--- src/inc/wce_pkg.sv ---
// package for the watchdog-clear / complement / decrement execution block
package wce_pkg;

  // ---------------------------------------------------------------
  // instruction word layout
  // ---------------------------------------------------------------
  localparam int IW_W    = 14;
  localparam int OPC_MSB = 13;
  localparam int OPC_LSB = 8;
  localparam int DST_POS = 7;
  localparam int FA_MSB  = 6;
  localparam int FA_W    = 7;
  localparam int DW      = 8;

  // ---------------------------------------------------------------
  // encodings and constants
  // ---------------------------------------------------------------
  localparam logic [13:0] WDCLR_WORD = 14'h0064;
  localparam logic [5:0]  COMP_OPC   = 6'h09;
  localparam logic [5:0]  DECR_OPC   = 6'h03;
  localparam logic [7:0]  WD_CLR_VAL = 8'h00;
  localparam logic [7:0]  PSC_CLR_VAL = 8'h00;
  localparam logic [7:0]  ONE_VAL    = 8'h01;
  localparam logic [7:0]  DATA_RST   = 8'h00;

  // quarter phases of one instruction cycle
  typedef enum logic [1:0] {
    Q1 = 2'b00,
    Q2 = 2'b01,
    Q3 = 2'b10,
    Q4 = 2'b11
  } wce_q_t;

  // kind of instruction held in the decode latch
  typedef enum logic [1:0] {
    OP_NONE  = 2'b00,
    OP_WDCLR = 2'b01,
    OP_COMP  = 2'b10,
    OP_DECR  = 2'b11
  } wce_op_t;

  // file-register read request
  typedef struct packed {
    logic            rd;
    logic [FA_W-1:0] addr;
  } wce_frd_t;

  // destination write results
  typedef struct packed {
    logic            w_we;
    logic            f_we;
    logic [FA_W-1:0] f_addr;
    logic [DW-1:0]   data;
    logic            z_we;
    logic            z;
  } wce_wr_t;

  // watchdog side effects
  typedef struct packed {
    logic wd_clr;
    logic psc_clr;
    logic to_set;
    logic pd_set;
  } wce_wd_t;

endpackage : wce_pkg

--- src/hw/wce_alu.sv ---
// result and zero-flag unit for complement and decrement
`timescale 1ns/1ps
module wce_alu (
  input  wire logic                i_clk,
  input  wire logic                i_rstn,
  input  wire logic                i_load,
  input  wce_pkg::wce_op_t         i_op,
  input  wire logic [7:0]          i_opnd,
  output logic      [7:0]          o_res,
  output logic                     o_zero
);
  import wce_pkg::*;

  logic [7:0] res_ff, nxt_res;
  logic       z_ff, nxt_z;

  // ---------------------------------------------------------------
  // compute in q3, result held in a register for q4
  // ---------------------------------------------------------------
  always_comb begin
    nxt_res = res_ff;
    nxt_z   = z_ff;
    if (i_load) begin
      case (i_op)
        OP_COMP: nxt_res = ~i_opnd;                      // RULE_03
        OP_DECR: nxt_res = 8'(i_opnd - ONE_VAL);         // RULE_04
        default: nxt_res = i_opnd;
      endcase
      nxt_z = (nxt_res == DATA_RST);                     // RULE_07
    end
  end

  always_ff @(posedge i_clk or negedge i_rstn) begin
    if (!i_rstn) begin
      res_ff <= DATA_RST;
      z_ff   <= 1'b0;
    end else begin
      res_ff <= nxt_res;
      z_ff   <= nxt_z;
    end
  end

  assign o_res  = res_ff;
  assign o_zero = z_ff;

endmodule : wce_alu

--- src/hw/wce_exec.sv ---
// execution of watchdog clear, complement file and decrement file
//
// How it works
// RULE_01 - watchdog clear zeroes counter, prescaler; sets timeout, powerdown
// RULE_02 - watchdog clear: decode q1, idle q2, process q3, clear in q4
// RULE_03 - complement: opcode 00 1001, d bit, 7-bit address; writes inverse
// RULE_04 - decrement: opcode 00 0011, d bit, 7-bit address; writes value-1
// RULE_05 - address 0..127; d=0 writes working register, d=1 the file register
// RULE_06 - one cycle: decode q1, read q2, compute q3, write q4
// RULE_07 - zero flag set when 8-bit result is zero, else cleared
`timescale 1ns/1ps
module wce_exec (
  input  wire logic                   i_clk,
  input  wire logic                   i_rstn,
  input  wire logic                   i_start,
  input  wire logic [13:0]            i_instr,
  input  wire logic [7:0]             i_fdata,
  output wce_pkg::wce_frd_t           o_frd,
  output wce_pkg::wce_wr_t            o_wr,
  output wce_pkg::wce_wd_t            o_wd,
  output wce_pkg::wce_q_t             o_phase,
  output logic                        o_busy
);
  import wce_pkg::*;

  // ---------------------------------------------------------------
  // reset release through two flops
  // ---------------------------------------------------------------
  logic rst_s1_ff, rst_s2_ff, rstn;
  always_ff @(posedge i_clk or negedge i_rstn) begin
    if (!i_rstn) begin
      rst_s1_ff <= 1'b0;
      rst_s2_ff <= 1'b0;
    end else begin
      rst_s1_ff <= 1'b1;
      rst_s2_ff <= rst_s1_ff;
    end
  end
  assign rstn = rst_s2_ff;

  // decoder shared by start and assertions
  function automatic wce_op_t dec_op(input logic [13:0] w);
    if (w == WDCLR_WORD)
      dec_op = OP_WDCLR;
    else if (w[OPC_MSB:OPC_LSB] == COMP_OPC)             // RULE_03
      dec_op = OP_COMP;
    else if (w[OPC_MSB:OPC_LSB] == DECR_OPC)             // RULE_04
      dec_op = OP_DECR;
    else
      dec_op = OP_NONE;
  endfunction : dec_op

  // ---------------------------------------------------------------
  // quarter phase sequencer and decode latch
  // ---------------------------------------------------------------
  wce_q_t         q_ff, nxt_q;
  logic           busy_ff, nxt_busy;
  wce_op_t        op_ff, nxt_op;
  logic           dst_ff, nxt_dst;
  logic [6:0]     fa_ff, nxt_fa;
  logic [7:0]     opnd_ff, nxt_opnd;

  // start is only taken when idle; a busy start is ignored
  always_comb begin
    nxt_q    = q_ff;
    nxt_busy = busy_ff;
    nxt_op   = op_ff;
    nxt_dst  = dst_ff;
    nxt_fa   = fa_ff;
    nxt_opnd = opnd_ff;
    if (!busy_ff) begin
      if (i_start) begin
        nxt_busy = 1'b1;                                 // q1 decode
        nxt_q    = Q2;
        nxt_op   = dec_op(i_instr);                      // RULE_02
        nxt_dst  = i_instr[DST_POS];                     // RULE_05
        nxt_fa   = i_instr[FA_MSB:0];                    // RULE_05
      end
    end else begin
      case (q_ff)
        Q2: begin
          nxt_q = Q3;
          if (op_ff == OP_COMP || op_ff == OP_DECR)
            nxt_opnd = i_fdata;                          // RULE_06
        end
        Q3: nxt_q = Q4;
        Q4: begin
          nxt_q    = Q1;
          nxt_busy = 1'b0;
        end
        default: nxt_q = Q1;
      endcase
    end
  end

  always_ff @(posedge i_clk or negedge rstn) begin
    if (!rstn) begin
      q_ff    <= Q1;
      busy_ff <= 1'b0;
      op_ff   <= OP_NONE;
      dst_ff  <= 1'b0;
      fa_ff   <= 7'h00;
      opnd_ff <= 8'h00;
    end else begin
      q_ff    <= nxt_q;
      busy_ff <= nxt_busy;
      op_ff   <= nxt_op;
      dst_ff  <= nxt_dst;
      fa_ff   <= nxt_fa;
      opnd_ff <= nxt_opnd;
    end
  end

  // ---------------------------------------------------------------
  // compute unit, loaded in q3
  // ---------------------------------------------------------------
  logic       alu_load;
  logic [7:0] alu_res;
  logic       alu_z;
  logic       is_file;

  assign is_file  = (op_ff == OP_COMP) || (op_ff == OP_DECR);
  assign alu_load = busy_ff && (q_ff == Q3) && is_file;  // RULE_06

  wce_alu u_alu (
    .i_clk  (i_clk),
    .i_rstn (rstn),
    .i_load (alu_load),
    .i_op   (op_ff),
    .i_opnd (opnd_ff),
    .o_res  (alu_res),
    .o_zero (alu_z)
  );

  // ---------------------------------------------------------------
  // outputs: q2 read, q4 write / watchdog clear
  // ---------------------------------------------------------------
  logic in_q4;
  assign in_q4 = busy_ff && (q_ff == Q4);

  always_comb begin
    o_frd.rd     = busy_ff && (q_ff == Q2) && is_file;   // RULE_06
    o_frd.addr   = fa_ff;
    o_wr.w_we    = in_q4 && is_file && !dst_ff;          // RULE_05
    o_wr.f_we    = in_q4 && is_file && dst_ff;           // RULE_05
    o_wr.f_addr  = fa_ff;
    o_wr.data    = alu_res;
    o_wr.z_we    = in_q4 && is_file;                     // RULE_07
    o_wr.z       = alu_z;
    // only these flags change; others untouched
    o_wd.wd_clr  = in_q4 && (op_ff == OP_WDCLR);         // RULE_01
    o_wd.psc_clr = in_q4 && (op_ff == OP_WDCLR);         // RULE_01
    o_wd.to_set  = in_q4 && (op_ff == OP_WDCLR);         // RULE_01
    o_wd.pd_set  = in_q4 && (op_ff == OP_WDCLR);         // RULE_01
  end

  assign o_phase = busy_ff ? q_ff : Q1;
  assign o_busy  = busy_ff;
endmodule : wce_exec

--- config.mk ---
export PLATFORM = sky130hd
export DESIGN_NAME = wce_exec
export DESIGN_NICKNAME = d
export VERILOG_FILES = /design/src/inc/wce_pkg.sv /design/src/hw/wce_alu.sv /design/src/hw/wce_exec.sv
export SDC_FILE = /design/constraint.sdc
export NUM_CORES = 1
export LEC_CHECK = 0
export ABC_AREA = 1
export BUFFER_PORTS_ARGS = -buffer_cell sky130_fd_sc_hd__buf_2
export CORE_MARGIN = 2
export CORE_UTILIZATION = 45
export CTS_BUF_LIST = sky130_fd_sc_hd__clkbuf_8
export CTS_CLUSTER_SIZE = 28
export DETAILED_ROUTE_END_ITERATION = 10
export GPL_ROUTABILITY_DRIVEN = 0
export HOLD_SLACK_MARGIN = 0.06
export PLACE_DENSITY = 0.74
export SYNTH_ARGS = -nofsm -noshare
export SYNTH_HDL_FRONTEND = slang
export SYNTH_SLANG_ARGS = --single-unit
--- constraint.sdc ---
create_clock -name i_clk -period 1.3 [get_ports i_clk]
set_clock_uncertainty 0.1 [all_clocks]
set_input_delay 0.13 -clock i_clk [delete_from_list [all_inputs] [get_ports i_clk]]
set_output_delay 0.13 -clock i_clk [all_outputs]
set_load 0.005 [all_outputs]
### Word-level counts from Yosys, hierarchy flattened

Index checks and enable logic that the tools add are counted.

| word-level totals | value |
|---|---|
| logic and storage cells | 49 |
| input bits | 25 |
| output and inout bits | 34 |
| flip-flop bits (word level) | 32 |

| operators by class | value |
|---|---|
| $add $sub $neg | 1 |
| muxes and demuxes | 12 |
| equal/unequal tests | 9 |
| reductions and logical operators | 15 |
| bitwise operators | 2 |

Operators by type and width:

| operator | count |
|---|---|
| case mux 8 bit (2 select lines) | 1 |
| equality test 14 x 7 -> 1 bit (second input constant) | 1 |
| two-way mux 2 bit | 6 |
| logical AND 1 bit | 9 |
| equality test 2 bit (second input constant) | 4 |
| logical NOT 8 bit | 1 |
| two-way mux 8 bit | 1 |
| NOT 8 bit | 1 |
| subtractor 8 x 1 -> 8 bit (second input constant) | 1 |
| equality test 6 x 2 -> 1 bit (second input constant) | 1 |
| equality test 6 x 4 -> 1 bit (second input constant) | 1 |
| equality test 2 x 1 -> 1 bit (second input constant) | 2 |
| case mux 2 bit (2 select lines) | 1 |
| two-way mux 1 bit | 3 |
| AND reduction 3 bit | 1 |
| AND reduction 2 bit | 1 |
| nonzero test 2 bit | 1 |
| logical NOT 1 bit | 1 |
| logical OR 1 bit | 1 |
| NOT 1 bit | 1 |

### Logic depth before layout (Yosys ltp)

| depth | value |
|---|---|
| word-level depth | 5 |
| gate-level depth with buffers | 12 |
| depth with buffers taken out | 12 |

### Cells and area by module

A second synthesis with hierarchy kept.

| second synthesis, totals | value |
|---|---|
| cell total of the unflattened synthesis | 220 |
| area total of the unflattened synthesis | 1,700.4 µm² |

By module, submodules not included:

| module | cells an instance | area each (µm²) | times used | sequential area each (µm²) |
|---|---|---|---|---|
| wce_exec | 138 | 1,142.3 | 1 | 575.6 |
| wce_alu | 82 | 558.0 | 1 | 225.2 |

### Worst setup path before layout

No wires, ideal clock.

| timing path | value |
|---|---|
| kind | reg2reg |
| from | reg q_ff[0] |
| to | reg u_alu.z_ff (netlist: u_alu.o_zero) |
| path buffers | 0 |
| required time | 1.134 ns |
| stages on the path, launching flop included | 11 |
| period minus slack after synthesis | 1.373 ns |
| setup time | 0.066 ns |
| data arrival time | 1.208 ns |
| slack | -0.073 ns |
| cells stage by stage | dfrtp_1 -> inv_1 -> ha_1 -> nand3_2 -> nor2_2 -> nand3_1 -> nor2_1 -> nand2_1 -> nor2_1 -> nand3_1 -> nand2_1 |

| on the way | value |
|---|---|
| cells in the longest elaborated chain, start to end | 3 |

RTL lines:

| item | RTL line | RTL |
|---|---|---|
| from (decl) | wce_exec.sv:56 | `wce_q_t q_ff, nxt_q;` |
| from (signal assigned) | wce_exec.sv:105 | `q_ff <= nxt_q;` |
| equality test 2 bit | wce_exec.sv:123 | `assign alu_load = busy_ff && (q_ff == Q3) && is_file;` |
| logical AND 1 bit (2 in a row) | wce_exec.sv:123 |  |
| to (signal assigned) | wce_alu.sv:39 | `z_ff <= nxt_z;` |
| to (decl) | wce_alu.sv:15 | `logic z_ff, nxt_z;` |

Every way passes these cells.
A chain may end at the register's enable or synchronous reset.

==> impl_metrics.ini <==
[logic_synthesis]
synth_mux_area_frac = 0
synth_top_family_by_area = simple AND/OR/NAND/NOR gates
syn_area_um2 = 1660
avgSynthCellArea_um2 = 7.70
synth_xor_area_frac = 0.00527
synth_nets = 245
ys_seq_elements = 32
synthCells = 216
yosysSeqAreaShare = 0.482
synth_compound_area_frac = 0.0760
yosysUniqueCellTypes = 24
synth_warnings = 0
synth-adder-area-share = 0.0301
synth-simple-area-share = 0.280

[sta]
setup_viol = 27
drv_slew = 0
rsz0062_at_grt = yes
finalHoldViolCount = 0
fin_tns_setup_ns = -4.79
setup_slack_ns = -0.333
fin_crit_ns = 1.63
fmax_ghz = 0.612
period_share = 1.26

[cells_and_area]
final_cell_area_um2 = 2490
final_common_cell = nand2_1
fin_nets = 342
final_cell_mix = nand2_1 (75), buf_2 (58), dfrtp_1 (29)
fill_cells = 277
final_cells = 362
area_growth_syn_to_layout_pct = 50.0
drive_gt1_frac = 0.347
insertedDiodeCount = 0

[min_path]
hp-start = i_instr[10]
hold_path_class = in2reg
hold-path-cell-count = 4
worstHoldEndpoint = op_ff[1]

[clock_tree]
root_buffer = clkbuf_8
cts_tree = yes
cts_buffers = 5
clock_path_buffers = 2
cts_max_level = 2
cts.sinks = 32
clk_pin_slew_worst_paths_ns = 0.07
clock_latency_ns = 0.29

[power_and_ir_drop]
ir_drop_mv = 0.804
p_total_mw = 4.67
leakage_nw = 1.38
power_density_nw_per_um2 = 1870

[worst_setup_path]
path_delay_family = flip-flops
r2r_end = u_alu.o_zero
crit_arrival_ns = 1.40
ff2ff_path_depth = 10
cp.buffers_inverters = 3
end_kind = output port
r2r_start = q_ff[0]
cp_max_fo = 3
ff2ff_setup_slack_ns = -0.26
max_stage_delay_ns = 0.39
cp_cell_sequence = buf_6 -> ha_4 -> nand2_4 -> buf_6 -> nor3b_2 -> buf_2
slowest_stage = dfrtp_1
path_class = reg2out
required_ns = 1.07
crit_path_frequent_cell = buf_6
startpoint_type = register

[route]
vias = 1684
route.detailed.drc = 0
wire_per_inst_um = 11.3
dr.pass1.iters = 4
dr.first_iter.drc_count = 121
avgViaCountPerCell = 4.65
routed_wl_um = 4080
ant_nets = 0

[floorplan]
dieArea_um2 = 4200
initial_utilization = 0.461
ioPinCount = 59
row_count = 22
core_area_um2 = 3610
die_y_um = 64.8
die_w_um = 64.8

[run]
drv_cap = 0

[grt]
grt_max_degree = 31
grt_pass1_vias = 1545
grt_overflow = 0
grt_pass1_wl_um = 6760
antenna_found_initial = 0
grt_use_total = 0.213

[status]
violations = negative setup slack
outcome = complete, but fails checks

[placement]
placed_cells = 328
dp_hpwl_um = 2610
placed_area_um2 = 2080
port_buffers = 58
## report_power, final
group	internal [mW]	switching [mW]	leakage (nW)	total (mW)
clock network	0.416	0.373	0.0538	0.789
registers	1.44	0.345	0.385	1.78
logic	1.07	1.02	0.939	2.10
total	2.93	1.74	1.38	4.67
## cell usage after synthesis
cell type | instances | area (µm²)
nor2_2 | 1 | 6.26
or2_1 | 1 | 6.26
clkbuf_1 | 1 | 3.75
a21oi_1 | 5 | 25.0
conb_1 | 1 | 3.75
dfrtp_1 | 32 | 801
xor2_1 | 1 | 8.76
nand3b_1 | 1 | 7.51
nand2_1 | 76 | 285
buf_4 | 11 | 82.6
nor4_1 | 1 | 6.26
o21a_1 | 1 | 7.51
inv_1 | 27 | 101
ha_1 | 4 | 50.1
nand3_1 | 11 | 55.1
nand3_2 | 1 | 10.0
nor2_1 | 11 | 41.3
o21ai_1 | 1 | 5.00
nor3b_1 | 1 | 7.51
o41ai_1 | 1 | 8.76
nand4_1 | 4 | 25.0
buf_2 | 4 | 20.0
o21ai_0 | 16 | 80.1
nor3_1 | 3 | 15.0
## final cells by class
class,count,area (µm²),area share
multi-input cells,141,717,0.288
flip-flops and latches,32,805,0.323
repair buffers,106,718,0.288
clock inverters,2,7.51,0.00301
clock buffers,6,82.6,0.0331
well taps,48,60.1,0.0241
inverters,27,104,0.0416
## logic make-up after synthesis
group | after synthesis
buf+inv | 43
compound gates | 24
fa+ha+maj | 4
simple gates | 111
other cells | 1
flops | 32
xor+xnor | 1
## through the flow
step / hold WS (ns) / utilization / setup WS, ns
6_report: 0.0707 / 0.692 / -0.333
3_5_place_dp: -0.183 / 0.576 / -0.200
2_1_floorplan: -0.266 / - / -0.0732
4_1_cts: 0.0641 / 0.681 / -0.319
5_1_grt: 0.0936 / 0.692 / -0.399
3_3_place_gp: -0.186 / 0.576 / -0.168
## registers in the layout, indices dropped and copies added (netlist names)
signal,flops
o_busy,1
op_ff,2
u_alu.o_res,8
q_ff,2
dst_ff,1
rst_s1_ff,1
fa_ff,7
u_alu.o_zero,1
rst_s2_ff,1
opnd_ff,8
## how the worst max path moves through the flow
stage / cells past startpoint / to / slack [ns] / startpoint
final: 6 / o_wr[17] / -0.33 / q_ff[1]
after global routing: 5 / o_wd[2] / -0.40 / q_ff[1]
after floorplan: 10 / u_alu.o_zero / -0.07 / q_ff[0]
after CTS: 6 / o_wr[17] / -0.32 / q_ff[1]
after global placement: 10 / u_alu.o_zero / -0.17 / q_ff[0]
after detailed placement: 10 / u_alu.o_zero / -0.20 / q_ff[0]
## routing by layer
metal  track usage  wire length [µm]  vias to the layer above
li1              -                 -                      860
met1         0.256              1770                      760
met2         0.344              1980                       53
met3        0.0608               203                       11
met4         0.112               121                        0
met5             0                 0                        -
## timing repair
item,4_1_cts,5_1_grt
pin swaps,1,3
setup endpoints to repair,26,29
hold endpoints to repair,20,0
gates resized for setup,15,8
hold buffers,21,0
buffers inserted,4,1
## worst register-to-register path, stage by stage, from the launching register on
cell and delay (ns):
dfrtp_2 0.45, inv_1 0.09, ha_2 0.19, nand3_2 0.11
nor2_4 0.12, nand3_1 0.09, nor2_1 0.09, nand2_1 0.06
nor2_1 0.08, nand3_1 0.08, nand2_1 0.06
Note: power is estimated with default switching activity, not from simulation.
